### src/hw/sfhw_pkg.sv
// shared constants and types of the serial flash hold / write-protect pair
// assumes both ends run on one 20 MHz ref_clk and meet through sfhw_if
package sfhw_pkg;

  // ----------------------------------------------------------------
  // command codes
  // ----------------------------------------------------------------
  localparam logic [7:0] write_enable_cmd = 8'h06;
  localparam logic [7:0] write_disable_cmd = 8'h04;
  localparam logic [7:0] status_read_cmd = 8'h05;
  localparam logic [7:0] status_write_cmd = 8'h01;
  localparam logic [7:0] page_program_cmd = 8'h02;
  localparam logic [7:0] sector_erase_cmd = 8'h20;
  localparam logic [7:0] sector_erase_alt_cmd = 8'hd7;
  localparam logic [7:0] block_erase_cmd = 8'hd8;
  localparam logic [7:0] chip_erase_cmd = 8'h60;
  localparam logic [7:0] chip_erase_alt_cmd = 8'hc7;

  // ----------------------------------------------------------------
  // status byte layout
  // ----------------------------------------------------------------
  localparam int busy_bit = 0;
  localparam int wel_bit = 1;
  localparam int size0_bit = 2;
  localparam int size2_bit = 4;
  localparam int top_bottom_bit = 5;
  localparam int reserved_bit = 6;
  localparam int lock_bit = 7;
  // non-volatile image {lock, top_bottom, size2, size1, size0}
  localparam logic [4:0] nv_init = 5'h00;

  // ----------------------------------------------------------------
  // array geometry and frame lengths in bytes
  // ----------------------------------------------------------------
  localparam int blk_msb = 19;
  localparam int blk_lsb = 16;
  localparam logic [4:0] array_blocks = 5'h10;
  localparam logic [2:0] len_one = 3'h1;
  localparam logic [2:0] len_status_write = 3'h2;
  localparam logic [2:0] len_erase = 3'h4;
  localparam logic [2:0] len_program = 3'h5;

  // ----------------------------------------------------------------
  // timing
  // ----------------------------------------------------------------
  localparam int unsigned busy_default = 64;
  localparam logic [3:0] sck_half = 4'h8;
  // cs_n, sck, mosi, hold_n, wp_n levels while idle
  localparam logic [4:0] pin_idle = 5'h13;

  // ----------------------------------------------------------------
  // host register map and fields
  // ----------------------------------------------------------------
  localparam logic [2:0] reg_ctrl = 3'h0;
  localparam logic [2:0] reg_tx = 3'h1;
  localparam logic [2:0] reg_rx = 3'h2;
  localparam logic [2:0] reg_stat = 3'h3;
  localparam logic [2:0] reg_pins = 3'h4;
  localparam int ctrl_go = 0;
  localparam int ctrl_last = 1;
  localparam int ctrl_drop = 2;
  localparam int pins_pause = 0;
  localparam int pins_wp_n = 1;
  localparam int stat_run = 0;
  localparam int stat_sel = 1;
  localparam int stat_paused = 2;
  localparam int stat_refused = 3;
  localparam int stat_busy_seen = 4;
  localparam int stat_armed = 5;

  typedef enum logic [1:0] {op_program, op_sector, op_block, op_chip} sfhw_op_t;
  typedef enum logic [1:0] {eng_idle, eng_low, eng_high} sfhw_eng_t;

endpackage

### src/hw/sfhw_if.sv
// pin bundle between flash device and its host controller
// assumes so_level models a pulled-up data-out line
`timescale 1ns/1ps
`default_nettype none
interface sfhw_if;
  logic cs_n;
  logic sck;
  logic mosi;
  logic miso;
  logic miso_oe;
  logic hold_n;
  logic wp_n;
  logic so_level;

  // released line reads high
  assign so_level = miso_oe ? miso : 1'b1;

  modport device (input cs_n, sck, mosi, hold_n, wp_n, output miso, miso_oe);
  modport host (output cs_n, sck, mosi, hold_n, wp_n, input so_level);
endinterface
`default_nettype wire

### src/hw/sfhw_device.sv
// flash device end: pause input, write protect, status register
// assumes pins are asynchronous to ref_clk and sck half period >= 4 cycles
//
// Local design decisions: the address map and the strobed register port.
`timescale 1ns/1ps
`default_nettype none
module sfhw_device #(
  parameter int unsigned busy_cycles = sfhw_pkg::busy_default
) (
  // clock and reset
  input wire logic ref_clk,
  input wire logic reset,
  // flash pins
  sfhw_if.device pins,
  // array side
  output logic op_strobe,
  output sfhw_pkg::sfhw_op_t op_kind,
  output logic [23:0] op_addr,
  output logic [7:0] status_view
);

  // ----------------------------------------------------------------
  // protection decode
  // ----------------------------------------------------------------
  function automatic logic block_protected(input logic [3:0] blk, input logic [2:0] size,
                                           input logic bottom);
    logic [4:0] n;
    n = (size == 3'h0) ? 5'h00 :
        (size > 3'h4) ? sfhw_pkg::array_blocks : 5'(5'h01 << (size - 3'h1));
    if (bottom)
      block_protected = {1'b0, blk} < n;
    else
      block_protected = {1'b0, blk} >= 5'(sfhw_pkg::array_blocks - n);
  endfunction

  // ----------------------------------------------------------------
  // pin synchronisers
  // ----------------------------------------------------------------
  logic [4:0] sync_a;
  logic [4:0] sync_b;
  logic [4:0] pin_prev;
  wire [4:0] pin_raw = {pins.cs_n, pins.sck, pins.mosi, pins.hold_n, pins.wp_n};

  always_ff @(posedge ref_clk)
  begin
    if (reset)
    begin
      sync_a <= sfhw_pkg::pin_idle;
      sync_b <= sfhw_pkg::pin_idle;
      pin_prev <= sfhw_pkg::pin_idle;
    end
    else
    begin
      sync_a <= pin_raw;
      sync_b <= sync_a;
      pin_prev <= sync_b;
    end
  end

  wire cs_s = sync_b[4];
  wire sck_s = sync_b[3];
  wire mosi_s = sync_b[2];
  wire hold_s = sync_b[1];
  wire wp_s = sync_b[0];
  wire sck_rise = sck_s & ~pin_prev[3];
  wire sck_fall = ~sck_s & pin_prev[3];
  wire cs_rise = cs_s & ~pin_prev[4];
  // hold edges taken only while sck low; an edge with sck high is ignored
  wire hold_fall = ~hold_s & pin_prev[1] & ~sck_s;
  wire hold_rise = hold_s & ~pin_prev[1] & ~sck_s;

  // ----------------------------------------------------------------
  // pause state
  // ----------------------------------------------------------------
  logic paused;
  wire next_paused = cs_s ? 1'b0 : (hold_fall ? 1'b1 : (hold_rise ? 1'b0 : paused));
  // counters are frozen while paused, so the frame resumes on the same bit
  wire active = ~cs_s & ~paused;
  wire rise_ok = sck_rise & active;
  wire fall_ok = sck_fall & active;

  // ----------------------------------------------------------------
  // input shifter
  // ----------------------------------------------------------------
  logic [2:0] bit_cnt;
  logic [2:0] byte_cnt;
  logic [6:0] in_sr;
  logic [7:0] cmd;
  logic [23:0] addr;
  logic [7:0] wsr_byte;
  wire [7:0] in_byte = {in_sr, mosi_s};
  wire byte_done = rise_ok & (bit_cnt == 3'h7);

  always_ff @(posedge ref_clk)
  begin
    if (reset || cs_s)
    begin
      bit_cnt <= 3'h0;
      byte_cnt <= 3'h0;
      in_sr <= 7'h00;
    end
    else if (rise_ok)
    begin
      in_sr <= in_byte[6:0];
      bit_cnt <= bit_cnt + 3'h1;
      if (byte_done && byte_cnt != sfhw_pkg::len_program)
        byte_cnt <= byte_cnt + 3'h1;
    end
  end

  always_ff @(posedge ref_clk)
  begin
    if (reset)
    begin
      cmd <= 8'h00;
      addr <= 24'h000000;
      wsr_byte <= 8'h00;
    end
    else if (byte_done)
    begin
      if (byte_cnt == 3'h0)
        cmd <= in_byte;
      if (byte_cnt != 3'h0 && byte_cnt < sfhw_pkg::len_erase)
        addr <= {addr[15:0], in_byte};
      if (byte_cnt == sfhw_pkg::len_one)
        wsr_byte <= in_byte;
    end
  end

  // ----------------------------------------------------------------
  // status register
  // ----------------------------------------------------------------
  logic busy;
  logic write_enable_latch;
  logic [15:0] busy_cnt;
  // no reset: these model cells that keep their value over power cycles
  logic [4:0] nv_bits = sfhw_pkg::nv_init;
  wire protect_lock = nv_bits[4];
  wire protect_top_bottom = nv_bits[3];
  wire [2:0] protect_size = nv_bits[2:0];
  logic [7:0] status_byte;

  always_comb
  begin
    status_byte = 8'h00;
    status_byte[sfhw_pkg::busy_bit] = busy;
    status_byte[sfhw_pkg::wel_bit] = write_enable_latch;
    status_byte[sfhw_pkg::size2_bit:sfhw_pkg::size0_bit] = protect_size;
    status_byte[sfhw_pkg::top_bottom_bit] = protect_top_bottom;
    status_byte[sfhw_pkg::lock_bit] = protect_lock;
  end

  // ----------------------------------------------------------------
  // command execution at deselect
  // ----------------------------------------------------------------
  // a deselect while paused abandons the frame
  wire exec = cs_rise & ~paused & (bit_cnt == 3'h0) & ~busy;
  wire is_write_enable_cmd = (cmd == sfhw_pkg::write_enable_cmd) & (byte_cnt == sfhw_pkg::len_one);
  wire is_write_disable_cmd = (cmd == sfhw_pkg::write_disable_cmd) & (byte_cnt == sfhw_pkg::len_one);
  wire is_wsr = (cmd == sfhw_pkg::status_write_cmd) & (byte_cnt == sfhw_pkg::len_status_write);
  wire is_prog = (cmd == sfhw_pkg::page_program_cmd) & (byte_cnt == sfhw_pkg::len_program);
  wire is_sect = ((cmd == sfhw_pkg::sector_erase_cmd) | (cmd == sfhw_pkg::sector_erase_alt_cmd))
                 & (byte_cnt == sfhw_pkg::len_erase);
  wire is_blk = (cmd == sfhw_pkg::block_erase_cmd) & (byte_cnt == sfhw_pkg::len_erase);
  wire is_chip = ((cmd == sfhw_pkg::chip_erase_cmd) | (cmd == sfhw_pkg::chip_erase_alt_cmd))
                 & (byte_cnt == sfhw_pkg::len_one);
  wire addr_prot = block_protected(addr[sfhw_pkg::blk_msb:sfhw_pkg::blk_lsb], protect_size,
                                   protect_top_bottom);
  wire unlocked = wp_s | ~protect_lock;
  wire go_wsr = exec & is_wsr & write_enable_latch & unlocked;
  wire go_arr = exec & write_enable_latch
                & (((is_prog | is_sect | is_blk) & ~addr_prot)
                   | (is_chip & (protect_size == 3'h0)));
  wire go_write_enable_cmd = exec & is_write_enable_cmd;
  wire go_write_disable_cmd = exec & is_write_disable_cmd;
  wire [1:0] kind_sel = is_prog ? 2'(sfhw_pkg::op_program) :
                        is_sect ? 2'(sfhw_pkg::op_sector) :
                        is_blk ? 2'(sfhw_pkg::op_block) : 2'(sfhw_pkg::op_chip);

  always_ff @(posedge ref_clk)
  begin
    if (reset)
      write_enable_latch <= 1'b0;
    else if (go_write_enable_cmd)
      write_enable_latch <= 1'b1;
    else if (go_write_disable_cmd || go_wsr || go_arr)
      write_enable_latch <= 1'b0;
  end

  always_ff @(posedge ref_clk)
  begin
    if (reset)
    begin
      busy <= 1'b0;
      busy_cnt <= 16'h0000;
    end
    else if (go_arr)
    begin
      busy <= 1'b1;
      busy_cnt <= 16'(busy_cycles - 1);
    end
    else if (busy_cnt != 16'h0000)
      busy_cnt <= busy_cnt - 16'h0001;
    else
      busy <= 1'b0;
  end

  always_ff @(posedge ref_clk)
  begin
    if (go_wsr)
      nv_bits <= {wsr_byte[sfhw_pkg::lock_bit],
                  wsr_byte[sfhw_pkg::top_bottom_bit:sfhw_pkg::size0_bit]};
  end

  // ----------------------------------------------------------------
  // status read output
  // ----------------------------------------------------------------
  logic out_on;
  logic out_drv;
  logic [7:0] out_sr;
  logic [2:0] out_cnt;
  wire start_read = byte_done & (byte_cnt == 3'h0) & (in_byte == sfhw_pkg::status_read_cmd);
  wire next_oe = out_drv & ~cs_s & ~next_paused;

  always_ff @(posedge ref_clk)
  begin
    if (reset || cs_s)
    begin
      out_on <= 1'b0;
      out_drv <= 1'b0;
      out_sr <= 8'h00;
      out_cnt <= 3'h0;
    end
    else if (start_read)
    begin
      out_on <= 1'b1;
      out_sr <= status_byte;
      out_cnt <= 3'h0;
    end
    else if (fall_ok && out_on)
    begin
      out_drv <= 1'b1;
      out_cnt <= out_cnt + 3'h1;
      // reload a fresh snapshot each byte so polling sees busy drop
      out_sr <= (out_cnt == 3'h7) ? status_byte : {out_sr[6:0], 1'b0};
    end
  end

  always_ff @(posedge ref_clk)
  begin
    if (reset)
    begin
      pins.miso <= 1'b0;
      pins.miso_oe <= 1'b0;
      paused <= 1'b0;
      op_strobe <= 1'b0;
      op_kind <= sfhw_pkg::op_program;
      op_addr <= 24'h000000;
      status_view <= 8'h00;
    end
    else
    begin
      if (fall_ok && out_on)
        pins.miso <= out_sr[7];
      pins.miso_oe <= next_oe;
      paused <= next_paused;
      op_strobe <= go_arr;
      if (go_arr)
      begin
        op_kind <= sfhw_pkg::sfhw_op_t'(kind_sel);
        op_addr <= addr;
      end
      status_view <= status_byte;
    end
  end

endmodule
`default_nettype wire

### src/flat_wrapper.sv
// flat-port wrapper written by rule: the top's interface ports become plain ports
module sfhw_device_flat 
#(
  parameter int unsigned busy_cycles = sfhw_pkg::busy_default
)
  (ref_clk, reset, op_strobe, op_kind, op_addr, status_view, pins_cs_n, pins_sck, pins_mosi, pins_hold_n, pins_wp_n, pins_miso, pins_miso_oe);
  sfhw_if pins_i ();
  input wire logic ref_clk;
  input wire logic reset;
  output logic op_strobe;
  output sfhw_pkg::sfhw_op_t op_kind;
  output logic [23:0] op_addr;
  output logic [7:0] status_view;
  input wire logic [$bits(pins_i.cs_n)-1:0] pins_cs_n;
  input wire logic [$bits(pins_i.sck)-1:0] pins_sck;
  input wire logic [$bits(pins_i.mosi)-1:0] pins_mosi;
  input wire logic [$bits(pins_i.hold_n)-1:0] pins_hold_n;
  input wire logic [$bits(pins_i.wp_n)-1:0] pins_wp_n;
  output wire logic [$bits(pins_i.miso)-1:0] pins_miso;
  output wire logic [$bits(pins_i.miso_oe)-1:0] pins_miso_oe;
  assign pins_i.cs_n = pins_cs_n;
  assign pins_i.sck = pins_sck;
  assign pins_i.mosi = pins_mosi;
  assign pins_i.hold_n = pins_hold_n;
  assign pins_i.wp_n = pins_wp_n;
  assign pins_miso = pins_i.miso;
  assign pins_miso_oe = pins_i.miso_oe;
  sfhw_device #(.busy_cycles(busy_cycles)) u_core (.ref_clk(ref_clk), .reset(reset), .pins(pins_i), .op_strobe(op_strobe), .op_kind(op_kind), .op_addr(op_addr), .status_view(status_view));
endmodule
### config.mk
export PLATFORM = sky130hd
export DESIGN_NAME = sfhw_device_flat
export DESIGN_NICKNAME = d
export VERILOG_FILES = /design/src/hw/sfhw_pkg.sv /design/src/hw/sfhw_if.sv /design/src/hw/sfhw_device.sv /design/src/flat_wrapper.sv
export SDC_FILE = /design/constraint.sdc
export NUM_CORES = 1
export LEC_CHECK = 0
export ABC_AREA = 1
export BUFFER_PORTS_ARGS = -buffer_cell sky130_fd_sc_hd__buf_2
export CAP_MARGIN = 20
export CORE_ASPECT_RATIO = 0.9
export CORE_MARGIN = 2
export CORE_UTILIZATION = 56
export CTS_BUF_LIST = sky130_fd_sc_hd__clkbuf_4
export DETAILED_ROUTE_END_ITERATION = 16
export PLACE_DENSITY = 0.78
export SETUP_SLACK_MARGIN = 0.05
export SLEW_MARGIN = 10
export SYNTH_ARGS = -nofsm -noshare
export SYNTH_HDL_FRONTEND = slang
export SYNTH_SLANG_ARGS = --single-unit
### constraint.sdc
create_clock -name ref_clk -period 2.18 [get_ports ref_clk]
set_clock_uncertainty 0.15 [all_clocks]
set_input_delay 0 -clock ref_clk [delete_from_list [all_inputs] [get_ports ref_clk]]
set_output_delay 0 -clock ref_clk [all_outputs]
set_load 0.005 [all_outputs]
-- Word level (Yosys, flattened, before mapping)
Index checks and enable logic that the tools add are counted.
- ROM bits: 0
- output and inout bits: 37
- word-level logic and storage cells: 147
- memories: 0
- latch bits: 0
- bits of input ports: 7
- bits in registers: 142
- memory bits (writable): 0
- muxes and demuxes: 18
- equality and inequality tests: 18
- reduce and logical (&&, ||, !) cells: 21
- magnitude comparators: 4
- div/mod/pow operators: 0
- multipliers: 0
- bitwise gates (word level): 52
- shift operators: 1
- add/sub/neg operators: 6
- operators by type and width (operator ; count):
    bitwise AND 1 bit ; 34
    equality test 8 x 3 -> 1 bit (second input constant) ; 3
    equality test 8 bit (second input constant) ; 3
    2-to-1 mux 8 bit ; 3
    nonzero test 16 bit ; 1
    subtractor 16 x 1 -> 16 bit (second input constant) ; 1
    equality test 3 bit (second input constant) ; 4
    2-to-1 mux 6 bit ; 2
    inverter 1 bit ; 12
    2-to-1 mux 5 bit ; 2
    AND reduction 2 bit ; 5
    adder 3 x 1 -> 3 bit (second input constant) ; 3
    zero test 3 bit ; 3
    2-to-1 mux 1 bit ; 9
    equality test 8 x 1 -> 1 bit (second input constant) ; 1
    equality test 8 x 2 -> 1 bit (second input constant) ; 1
    equality test 8 x 6 -> 1 bit (second input constant) ; 1
    equality test 8 x 7 -> 1 bit (second input constant) ; 1
    OR 1 bit ; 6
    nonzero test 2 bit ; 3
    >= comparator 4 x 5 -> 1 bit ; 1
    < comparator 4 x 5 -> 1 bit ; 1
    left shift 1 x 3 -> 5 bit (first input constant) ; 1
    subtractor 5 bit (first input constant) ; 1
    12 further kinds ; 18

-- Longest topological paths before layout
Gate-level depths: netlist (run 1).
- depth in word-level cells: 14
- depth in mapped cells: 20
- mapped depth without buffers: 19

-- Worst setup path before layout (run 1)
No wires, ideal clock.
- kind: register -> register
- start: register u_core.nv_bits[1]
- end: register u_core.op_addr[16]
- library setup time: 0.121 ns
- cell stages (with the launch flop): 19
- data required time: 1.909 ns
- slack: -0.205 ns
- arrival time: 2.114 ns
- buffers on the path: 1
- clock period less this slack: 2.385 ns
- cells stage by stage: edfxtp_1 nor3_1 inv_1 ha_1 inv_1 ha_1 nand2_1 nand2_1 nand2_1 nand2_1 nand2_1 nand2_1 nand2_1 nand3_1 nand2_2 nand2_2 buf_4 nand3_1 o21ai_0
- longest elaborated chain between the ends: 11
- elaborated cells on any way between the ends: 15
- those cells by class: add/sub (2); order compare (3); shift (1); mux (3); bitwise (5); reduce/logical (1)
- RTL lines (what ; line ; source):
    from (decl) ; sfhw_device.sv:137 ; logic [4:0] nv_bits = sfhw_pkg::nv_init;
    from (signal assigned) ; sfhw_device.sv:211 ; nv_bits <= {wsr_byte[sfhw_pkg::lock_bit],
    subtractor 3 x 1 -> 3 bit ; sfhw_device.sv:29 ; (size > 3'h4) ? sfhw_pkg::array_blocks : 5'(5'h01 << (size - 3'h1));
    left shift 1 x 3 -> 5 bit ; sfhw_device.sv:29 ;
    2-to-1 mux 5 bit ; sfhw_device.sv:29 ;
    2-to-1 mux 5 bit ; sfhw_device.sv:28 ; n = (size == 3'h0) ? 5'h00 :
    subtractor 5 bit ; sfhw_device.sv:33 ; block_protected = {1'b0, blk} >= 5'(sfhw_pkg::array_blocks - n);
    >= comparator 4 x 5 -> 1 bit ; sfhw_device.sv:33 ;
    2-to-1 mux 1 bit ; sfhw_device.sv:30 ; if (bottom)
    inverter 1 bit ; sfhw_device.sv:172 ; & (((is_prog | is_sect | is_blk) & ~addr_prot)
    bitwise AND 1 bit ; sfhw_device.sv:172 ;
    OR 1 bit * ; sfhw_device.sv:173 ; | (is_chip & (protect_size == 3'h0)));
    bitwise AND 1 bit * ; sfhw_device.sv:172 ;
    to (signal assigned) ; sfhw_device.sv:271 ; op_addr <= addr;
    to (decl) ; sfhw_device.sv:18 ; output logic [23:0] op_addr,
Mark *: on every way between the ends. The rest lies on a longest branch, timed or not.
A chain may end at the register's enable or synchronous reset.

-- Worst setup path in the final report (run 1)
- start: register u_core.nv_bits[0]
- end: register u_core.op_addr[16]
The elaborated chain is that of the path after synthesis.

==> results of run 1 <==
## cell families after synthesis
family / count (synthesis) / synth area share
xor+xnor: 10 / 0.0156
buf+inv: 96 / 0.0704
flops: 136 / 0.494
fa+ha+maj: 18 / 0.0401
other cells: 1 / 0.000668
compound gates: 108 / 0.0989
simple gates: 360 / 0.281
## cell usage after synthesis, types with 2 or more instances
| cell type | instances | area [um2] |
|---|---|---|
| nor2_4 | 2 | 22.5 |
| a21oi_1 | 33 | 165 |
| dfxtp_1 | 131 | 2620 |
| ha_1 | 18 | 225 |
| o21ai_0 | 65 | 325 |
| nor2_1 | 143 | 537 |
| nand4_1 | 9 | 56.3 |
| or2_2 | 7 | 43.8 |
| buf_6 | 2 | 22.5 |
| xor2_1 | 8 | 70.1 |
| nand3_1 | 46 | 230 |
| o22ai_1 | 6 | 37.5 |
| clkbuf_1 | 15 | 56.3 |
| nor4_1 | 3 | 18.8 |
| inv_1 | 65 | 244 |
| nor3_2 | 2 | 20.0 |
| buf_2 | 7 | 35.0 |
| nor3_1 | 12 | 60.1 |
| inv_2 | 3 | 11.3 |
| edfxtp_1 | 5 | 150 |
| xnor2_1 | 2 | 17.5 |
| buf_4 | 2 | 15.0 |
| nor3b_1 | 2 | 15.0 |
| nand2_2 | 5 | 31.3 |
| nand2_1 | 120 | 450 |
## cell type report
| cell class | count | area [um2] |
|---|---|---|
| clock inverters | 14 | 173 |
| well taps | 126 | 158 |
| multi-input cells | 498 | 2780 |
| clock buffers | 18 | 135 |
| repair buffers | 89 | 687 |
| flip-flops and latches | 136 | 2770 |
| repair inverters | 2 | 17.5 |
| fillers | 717 | 2700 |
| inverters | 69 | 274 |
## path summary, 6_finish.rpt
check | endpoint | cells after the start | slack (ns) | startpoint
setup / recovery | u_core.op_addr[16] | 14 | -0.42 | u_core.nv_bits[0]
hold / removal | u_core.sync_b[4] | 1 | 0.26 | u_core.sync_a[4]
setup reg to reg | u_core.op_addr[16] | 14 | -0.42 | u_core.nv_bits[0]
hold reg to reg | u_core.sync_b[4] | 1 | 0.26 | u_core.sync_a[4]
## per-layer routing
metal | GRT usage | part of all wire | routed length [um] | up-vias
li1 | - | - | - | 2526
met1 | 0.335 | 0.46 | 6200 | 2353
met2 | 0.374 | 0.47 | 6310 | 166
met3 | 0.0509 | 0.050 | 668 | 29
met4 | 0.104 | 0.015 | 204 | 0
met5 | 0 | 0 | 0 | -
## metrics by stage
step                      cells  setup WS (ns)  hold slack, ns  setup TNS (ns)
after detailed placement    896         -0.480          0.0386          -17.70
after floorplan             729         -0.156         -0.0462           -4.85
after CTS                   941         -0.383           0.258          -14.04
final                       952         -0.421           0.256          -14.78
after global routing        952         -0.545           0.281          -21.18
after global placement      896         -0.376          0.0337          -13.94
## power by group through the flow
stage / registers, mW / logic, mW / clock network [mW]
after floorplan: 2.78 / 0.892 / 0
after global placement: 2.81 / 1.08 / 0
after detailed placement: 2.81 / 1.09 / 0
after CTS: 2.75 / 1.12 / 1.80
after global routing: 2.78 / 1.35 / 1.91
final: 2.75 / 1.19 / 1.78
## state kept, by name (all words and copies together), names as in the netlist, 5 cells and up
signal	count
u_core.addr	24
u_core.op_addr	24
u_core.busy_cnt	16
u_core.cmd	8
u_core.out_sr	8
u_core.in_sr	7
u_core.status_view	7
u_core.nv_bits	5
u_core.sync_a	5
u_core.sync_b	5
u_core.wsr_byte	5
## timing repair
action / CTS / global route
hold buffers: 12 / 0
gates resized for setup: 5 / 80
buffers inserted: 1 / 6
setup endpoints to repair: 45 / 50
hold endpoints to repair: 25 / 0
pin swaps: 1 / 25
cloned: 0 / 5
==> out/results.txt, run 1 <==
Status: finished, violations left
Failing checks: negative setup slack
Die Y: 99.0 um
Warnings from Yosys: 0
WP buf/inv: 3
N_diodes: 0
Post-layout minimum cycle time: 2.60 ns
Row count: 34
Gpl congestion: 0.880
Sequential-to-total area share from yosys stat: 0.494
Total track usage: 0.245
H-tree Lvls: 4
Cell Area, Synth: 0.00562 mm2
Total net switching power: 1.83 mW
Hold Fails Final Rpt: 0
Inserted Clock Buffers: 17
Final Net Count: 838
Worst VDD drop: 681 uV
Highest-count cells in the layout ignoring fill and taps: nor2_1 (137), dfxtp_1 (131), nand2_1 (107)
Clk pwr share: 0.311
Critical-path top delay cell: edfxtp_1
Least-Margin Pin Slew: 0.650 ns
CP peak stage delay: 0.42 ns
Max clock buf depth: 2
Total Power: 5.72 mW
Critical path's top delay family: simple AND/OR/NAND/NOR gates
CP most frequent cell: nand2_1
Util after Layout: 0.721
Post-Synthesis Mean Instance Area: 7.70 um2
Worst Path Arrival: 2.92 ns
Power per Cell Area: 818 mW/mm2
Netlist cell types: 41
Flop pwr share: 0.481
Lkg Pwr: 3.18 nW
Initial drt markers: 317
Required time of the critical path: 2.50 ns
Design Area, Final: 0.00700 mm2
Detailed Route WL: 13,400 um
Area growth syn-to-layout: 24.6%
Cell chain of the critical path: buf_4 -> buf_4 -> nor2_4 -> nor2_4 -> or2_2 -> ha_1 -> nand2_1 -> nand2_1 -> nand2_1 -> nand3_2 -> nand2_4 -> nand3_4 -> buf_8 -> o21ai_2
Final Max Tran Viols: 0
DRC Markers: 0
CTS clk-pin slew, worst paths: 0.12 ns
Ys async rst share: 0
Crit Path Category: reg -> reg
Net Sw Frac: 0.320
Initial antenna violation count: 0
Number of global-route vias before repair: 4,561
CTS Root Buffer Type: clkbuf_4
CTS tree: built
Setup repair after global routing missed its margin: yes
Max FO, Critical Path: 7
Die area: 0.0108 mm2
Initial Util: 0.579
Commonest non-fill, non-tap cell in the layout: nor2_1
Comb pwr share: 0.208
Achievable clock frequency: 385 MHz
Clk_lat worst skew: 0.54 ns
Post-DP Area: 0.00607 mm2
Hold/Removal Path Class: reg -> reg
Critical Path End Type: flip-flop
Period utilization: 1.19
I/O Buffers: 42
Primary FF master, synth: dfxtp_1
Setup-failing EPs final: 45
Synth Register Bits: 136
Number of flops mapped to enable cells by yosys: 5
Syn Nets: 754
First-pass GRT wire length: 20,900 um
Cell count after synthesis: 729
Share of post-route cells with drive strength above 1: 0.237
Max-cap violations: 0
Min setup slack post-route: -0.421 ns
Die Wd: 110 um
Vias: 5,074
Hpwl dp: 8570 um
Pre-Repair DR Iteration Count: 6
Final ANT Viol Nets: 0
Wire per inst: 14.1 um
Largest net degree at the start of global routing: 37
Gr ovfl total: 0
Slew HR: 0.564
Power Internal: 3.89 mW
IO Pins: 44
Core area: 0.00970 mm2
Via/cell ratio: 5.33
Sink Count: 136
Crit start category: flip-flop
Note: power is estimated with default switching activity, not from simulation.
==> run 2, diff against run 1 <==
Settings changed: CORE_MARGIN 2 to unset.
==> run 2 against run 1 <==
  * The flow still finishes with violations (negative setup slack)
  * Register-to-register slack improved by 0.04 ns
  * Sequential power about the same
  * Count of clock-buffer cells in the layout is the same
  * Design area decreased by 6.5%
  * Global-route usage up 1.4 points
  * Setup slack improved by 0.044 ns
  * First-iteration DRC count grew 11%
  * Fmax rose by 1.7%
  * Clock power is 10% lower
  * Flip-flop and latch count unchanged
  * Worst hold slack got worse by 0.039 ns
  * Die area is 3.8% lower
  * Critical endpoint is now u_core.op_addr[5]
  * Highest routed layer unchanged
==> out/results.txt, run 2 (synthesis gave the netlist of run 1 again) <==
Required time of the critical path: 2.45 ns (-0.05 ns)
H-tree Lvls: 4 (unchanged)
Setup-failing EPs final: 45 (unchanged)
Lkg Pwr: 3.06 nW (-4.0%)
Crit Path Category: reg -> reg
CTS tree: built
Max clock buf depth: 2 (unchanged)
R2R depth: 19 (+5)
# fillers: 804 (+12%)
Post-DP Area: 0.00604 mm2 (-0.45%)
Clk pwr share: 0.291 (-0.020)
Gr ovfl total: 0 (unchanged)
Core area: 0.00970 mm2 (unchanged)
Commonest non-fill, non-tap cell in the layout: nor2_1
I/O Buffers: 42 (unchanged)
Number of global-route vias before repair: 4,665 (+2.3%)
Final ANT Viol Nets: 0 (unchanged)
Setup repair after global routing missed its margin: yes
Design Area, Final: 0.00654 mm2 (-6.5%)
N_diodes: 0 (unchanged)
Initial Util: 0.579 (unchanged)
Highest-count cells in the layout ignoring fill and taps: nor2_1 (142), dfxtp_1 (131), nand2_1 (116)
Reg2reg end: u_core.op_addr[5]
Largest regs: u_core.addr x24, u_core.op_addr x24, u_core.busy_cnt x16
Comb pwr share: 0.208 (about the same)
Area growth syn-to-layout: 16.4%
Post-layout minimum cycle time: 2.56 ns (-0.0436 ns)
Worst VDD drop: 665 uV (-2.3%)
Wire per inst: 13.3 um (-5.3%)
Sink Count: 136 (unchanged)
Min setup slack post-route: -0.377 ns (+0.0436 ns)
CTS Root Buffer Type: clkbuf_4
Share of post-route cells with drive strength above 1: 0.176 (-0.0616)
Failing checks: negative setup slack
Period utilization: 1.17 (-0.0200)
CTS clk-pin slew, worst paths: 0.11 ns (about the same)
Vias: 4,927 (-2.9%)
Worst setup path startpoint: u_core.nv_bits[2]
Inserted Clock Buffers: 17 (unchanged)
Power per Cell Area: 840 mW/mm2 (+2.7%)
RR Startpoint: u_core.nv_bits[2]
Pre-Repair DR Iteration Count: 5 (-1)
Row count: 34 (unchanged)
Placed Cells incl. Taps: 894 (-0.22%)
Max-cap violations: 0 (unchanged)
Worst setup path end: u_core.op_addr[5]
Hpwl dp: 8650 um (+0.96%)
Worst Path Arrival: 2.83 ns (-0.09 ns)
Flop pwr share: 0.501 (+0.020)
Final std cells w/o fill: 940 (-1.3%)
Util after Layout: 0.674 (-0.0471)
Power Internal: 3.74 mW (-3.9%)
Hold/Removal Path Class: in -> reg
R2R setup slack: -0.38 ns (+0.04 ns)
Die Y: 97.0 um (-2.0%)
Total net switching power: 1.76 mW (-4.1%)
DRC Markers: 0 (unchanged)
Critical Path End Type: flip-flop
Total track usage: 0.259 (+0.0145)
Status: finished, violations left
Detailed Route WL: 12,500 um (-6.5%)
Hold Fails Final Rpt: 0 (unchanged)
Gpl congestion: 0.881 (+0.19%)
Initial drt markers: 351 (+11%)
Slew HR: 0.355 (-0.209)
Max FO, Critical Path: 24 (+17)
Final Net Count: 826 (-1.4%)
Final Max Tran Viols: 0 (unchanged)
Achievable clock frequency: 391 MHz (+1.7%)
Largest net degree at the start of global routing: 55 (+49%)
Die area: 0.0104 mm2 (-3.8%)
Initial antenna violation count: 0 (unchanged)
First-pass GRT wire length: 21,600 um (+3.2%)
Clk_lat worst skew: 0.53 ns (about the same)
Place WS: -0.438 ns (+0.0415 ns)
Crit start category: flip-flop
Via/cell ratio: 5.24 (-1.7%)
IO Pins: 44 (unchanged)
Net Sw Frac: 0.320 (about the same)
Least-Margin Pin Slew: 0.965 ns (+0.314 ns)
Die Wd: 108 um (-1.8%)
-- run 2: cell count changes in the layout (fill, tap and decap cells not counted), sizes merged --
cell / delta
clkinv: +4
clkinvlp: -1
dlygate4sd3: -1
clkbuf: -2
bufinv: -1
inv: -4
buf: -6
nand2: -1
-- run 2: area by class of cell --
cell class,instances,area (um2),share of cell area
clock inverter,14,131,0.0201
sequential,136,2770,0.424
timing repair buffer,80,546,0.0834
clock buffer,18,135,0.0207
tap,126,158,0.0241
multi-input combinational,497,2530,0.386
inverter,69,272,0.0415
-- run 2: critical path, cell delays in order (launching register included) --
cell and delay [ns]:
edfxtp_1 0.48, nor3_2 0.23, inv_1 0.07, ha_1 0.28, inv_1 0.04, ha_1 0.26, nand2_1 0.05, nand2_1 0.05
nand2_1 0.04, nand2_1 0.05, nand2_1 0.04, nand2_1 0.06, nand2_2 0.05, nand3_2 0.06, nand2_2 0.08, buf_6 0.13
nand3_4 0.09, clkinv_8 0.12, nand2_1 0.10, nand2_1 0.05
-- run 2: per-layer routing --
metal,up-vias,GRT usage,part of all wire
met5,-,0,0
met4,0,0.0991,0.014
met3,16,0.0519,0.043
met2,106,0.408,0.46
met1,2306,0.349,0.48
li1,2499,-,-
-- run 2: stage by stage --
stage	total power, mW	setup TNS, ns	hold slack [ns]
2_1_floorplan	3.67	-4.85	-0.0462
3_3_place_gp	3.89	-13.04	0.0335
3_5_place_dp	3.90	-16.98	0.0357
4_1_cts	5.48	-14.40	0.221
5_1_grt	5.83	-21.26	0.216
6_report	5.50	-14.60	0.217
-- run 2: repair_timing --
item | in CTS | in global routing
hold endpoints to repair | 25 | 0
resized for setup | 13 | 17
setup buffers | 2 | 1
endpoints found under the setup margin | 45 | 51
hold buffers | 11 | 0
pin swaps | 1 | 4
-- run 2: power groups by stage --
stage	combinational, mW	sequential, mW	clock (mW)
2_1_floorplan	0.892	2.78	0
3_3_place_gp	1.08	2.81	0
3_5_place_dp	1.09	2.81	0
4_1_cts	1.11	2.75	1.62
5_1_grt	1.31	2.77	1.74
6_report	1.15	2.75	1.60
-- run 2: worst min path at each step --
stage	from	end	slack (ns)	cells after the start
5_1_grt	reset	u_core.status_view[5]	0.22	3
4_1_cts	reset	u_core.status_view[1]	0.22	3
6_report	reset	u_core.write_enable_latch	0.22	3
2_1_floorplan	pins_wp_n	u_core.sync_a[0]	-0.05	1
3_3_place_gp	pins_cs_n	u_core.sync_a[4]	0.03	2
3_5_place_dp	pins_hold_n	u_core.sync_a[1]	0.04	2
==> run 3, diff against run 2 <==
Settings changed: SETUP_SLACK_MARGIN 0.05 to unset.
==> run 3 against run 2 <==
  * The flow still finishes with violations (negative setup slack)
  * Cell count unchanged
  * Sequential power about the same
  * Sequential share of layout area increased by 0.057 points
  * Global-route usage stayed put
  * Power about the same
  * Die area is the same
  * Combinational power about the same
  * First-iteration DRC count is 5.4% higher
  * Critical path depth is the same
  * Clock power about the same
==> out/results.txt, run 3 (synthesis gave the netlist of run 1 again) <==
Row count: 34 (unchanged)
Final std cells w/o fill: 940 (unchanged)
Initial antenna violation count: 0 (unchanged)
Worst setup path startpoint: u_core.nv_bits[2]
Max clock buf depth: 2 (unchanged)
Critical Path End Type: flip-flop
Critical-path top delay cell: edfxtp_1
Gr ovfl total: 0 (unchanged)
Sink Count: 136 (unchanged)
Worst Hold Endpoint: u_core.write_enable_latch
IO Pins: 44 (unchanged)
N_diodes: 0 (unchanged)
Critical path's top delay family: simple AND/OR/NAND/NOR gates
Number of global-route vias before repair: 4,665 (unchanged)
I/O Buffers: 42 (unchanged)
Placed Cells incl. Taps: 894 (unchanged)
Hpwl dp: 8650 um (unchanged)
Core area: 0.00970 mm2 (unchanged)
Post-layout minimum cycle time: 2.55 ns (-0.00249 ns)
Worst VDD drop: 665 uV (about the same)
Highest-count cells in the layout ignoring fill and taps: nor2_1 (142), dfxtp_1 (131), nand2_1 (116)
Final Max Tran Viols: 0 (unchanged)
Clk pwr share: 0.291 (about the same)
Sum Neg Setup Slack: -14.58 ns (+0.0199 ns)
Min setup slack post-route: -0.375 ns (+0.00249 ns)
Failing checks: negative setup slack
RR Startpoint: u_core.nv_bits[2]
CP peak stage delay: 0.48 ns (about the same)
Detailed Route WL: 12,500 um (about the same)
Commonest non-fill, non-tap cell in the layout: nor2_1
Design Area, Final: 0.00653 mm2 (-0.13%)
Gpl congestion: 0.881 (unchanged)
CTS tree: built
CP most frequent cell: nand2_1
Net Sw Frac: 0.320 (about the same)
Setup-failing EPs final: 45 (unchanged)
Via/cell ratio: 5.25 (+0.16%)
Share of post-route cells with drive strength above 1: 0.174 (-0.00123)
Largest net degree at the start of global routing: 55 (unchanged)
Inserted Clock Buffers: 17 (unchanged)
Die Wd: 108 um (unchanged)
Initial drt markers: 370 (+5.4%)
Wire per inst: 13.3 um (about the same)
Power Internal: 3.74 mW (about the same)
CTS clk-pin slew, worst paths: 0.11 ns (about the same)
Initial Util: 0.579 (unchanged)
R2R setup slack: -0.37 ns (about the same)
Final Net Count: 826 (unchanged)
Hold Fails Final Rpt: 0 (unchanged)
DRC Markers: 0 (unchanged)
First-pass GRT wire length: 21,600 um (unchanged)
Slew HR: 0.356 (+0.00180)
Flop pwr share: 0.501 (about the same)
Post-DP Area: 0.00604 mm2 (unchanged)
Required time of the critical path: 2.46 ns (about the same)
R2R depth: 19 (unchanged)
Total net switching power: 1.76 mW (+0.11%)
Reg2reg end: u_core.op_addr[5]
Hold depth: 3 (unchanged)
Clk_lat worst skew: 0.53 ns (about the same)
Die Y: 97.0 um (unchanged)
H-tree Lvls: 4 (unchanged)
Comb pwr share: 0.208 (about the same)
Crit Path Category: reg -> reg
Total Power: 5.50 mW (about the same)
Hold/Removal Path Class: in -> reg
WP buf/inv: 4 (unchanged)
Largest regs: u_core.addr x24, u_core.op_addr x24, u_core.busy_cnt x16
Place WS: -0.438 ns (unchanged)
Worst Path Arrival: 2.83 ns (about the same)
Hold wc startpoint: reset
Max-cap violations: 0 (unchanged)
Setup repair after global routing missed its margin: yes
Crit start category: flip-flop
Status: finished, violations left
Final ANT Viol Nets: 0 (unchanged)
Max FO, Critical Path: 24 (unchanged)
Period utilization: 1.17 (about the same)
Least-Margin Pin Slew: 0.962 ns (-0.00268 ns)
Vias: 4,935 (+0.16%)
Cell chain of the critical path: nor3_2 -> inv_1 -> ha_1 -> inv_1 -> ha_1 -> nand2_1 -> nand2_1 -> nand2_1 -> nand2_1 -> nand2_1 -> nand2_1 -> nand2_2 -> nand3_2 -> nand2_2 -> buf_6 -> nand3_4 -> clkinv_8 -> nand2_1 -> nand2_1
CTS Root Buffer Type: clkbuf_4
Achievable clock frequency: 391 MHz (about the same)
Total track usage: 0.259 (unchanged)
Lkg Pwr: 3.06 nW (about the same)
Area growth syn-to-layout: 16.3%
Die area: 0.0104 mm2 (unchanged)
Power per Cell Area: 842 mW/mm2 (+0.17%)
Pre-Repair DR Iteration Count: 5 (unchanged)
-- run 3: cell types whose count changed in the layout (fill, tap and decap cells not counted) --
| cell | delta |
|---|---|
| nor2_2 | +1 |
| nor2_4 | -1 |
| a21oi_2 | -1 |
| a21oi_1 | +1 |
-- run 3: worst max-delay path by stage --
| stage | slack (ns) | endpoint | cells after the start |
|---|---|---|---|
| 4_1_cts | -0.37 | u_core.op_addr[2] | 18 |
| 3_5_place_dp | -0.44 | u_core.op_addr[2] | 19 |
| 5_1_grt | -0.53 | u_core.op_addr[2] | 19 |
| 6_report | -0.37 | u_core.op_addr[5] | 19 |
| 2_1_floorplan | -0.16 | u_core.op_addr[16] | 18 |
| 3_3_place_gp | -0.32 | u_core.op_addr[5] | 19 |
-- run 3: metrics by stage --
step	hold WS (ns)	util
2_1_floorplan	-0.0462	-
3_3_place_gp	0.0335	0.623
3_5_place_dp	0.0357	0.623
4_1_cts	0.221	0.667
5_1_grt	0.216	0.673
6_report	0.213	0.673
-- run 3: layer usage --
metal,vias to the layer above,GRT usage,wire (um)
met2,111,0.408,5770
li1,2500,-,-
met3,18,0.0519,515
met1,2306,0.349,6030
met4,0,0.0991,187
met5,-,0,0
-- run 3: what timing repair did --
action,4_1_cts,5_1_grt
gates resized for setup,13,15
setup endpoints to repair,45,50
pin swaps,1,4
buffers inserted,2,1
hold buffers,11,0
endpoints found under the hold margin,25,0
-- run 3: final cells by class --
class / instances / area [um2]
clock inverters: 14 / 131
flip-flops and latches: 136 / 2770
inverters: 69 / 272
repair buffers: 80 / 546
multi-input cells: 497 / 2520
clock buffers: 18 / 135
well taps: 126 / 158
fillers: 806 / 3170
-- run 3: worst min-delay path: cells and delay by family --
family          cells  cell delay [ns]
compound gates      1             0.05
buf+inv             2             0.80
-- run 3: power groups by stage --
| stage | Sequential [mW] | Clock, mW | Combinational, mW |
|---|---|---|---|
| 3_3_place_gp | 2.81 | 0 | 1.08 |
| 4_1_cts | 2.75 | 1.62 | 1.11 |
| 2_1_floorplan | 2.78 | 0 | 0.892 |
| 3_5_place_dp | 2.81 | 0 | 1.09 |
| 6_report | 2.75 | 1.60 | 1.15 |
| 5_1_grt | 2.77 | 1.74 | 1.31 |
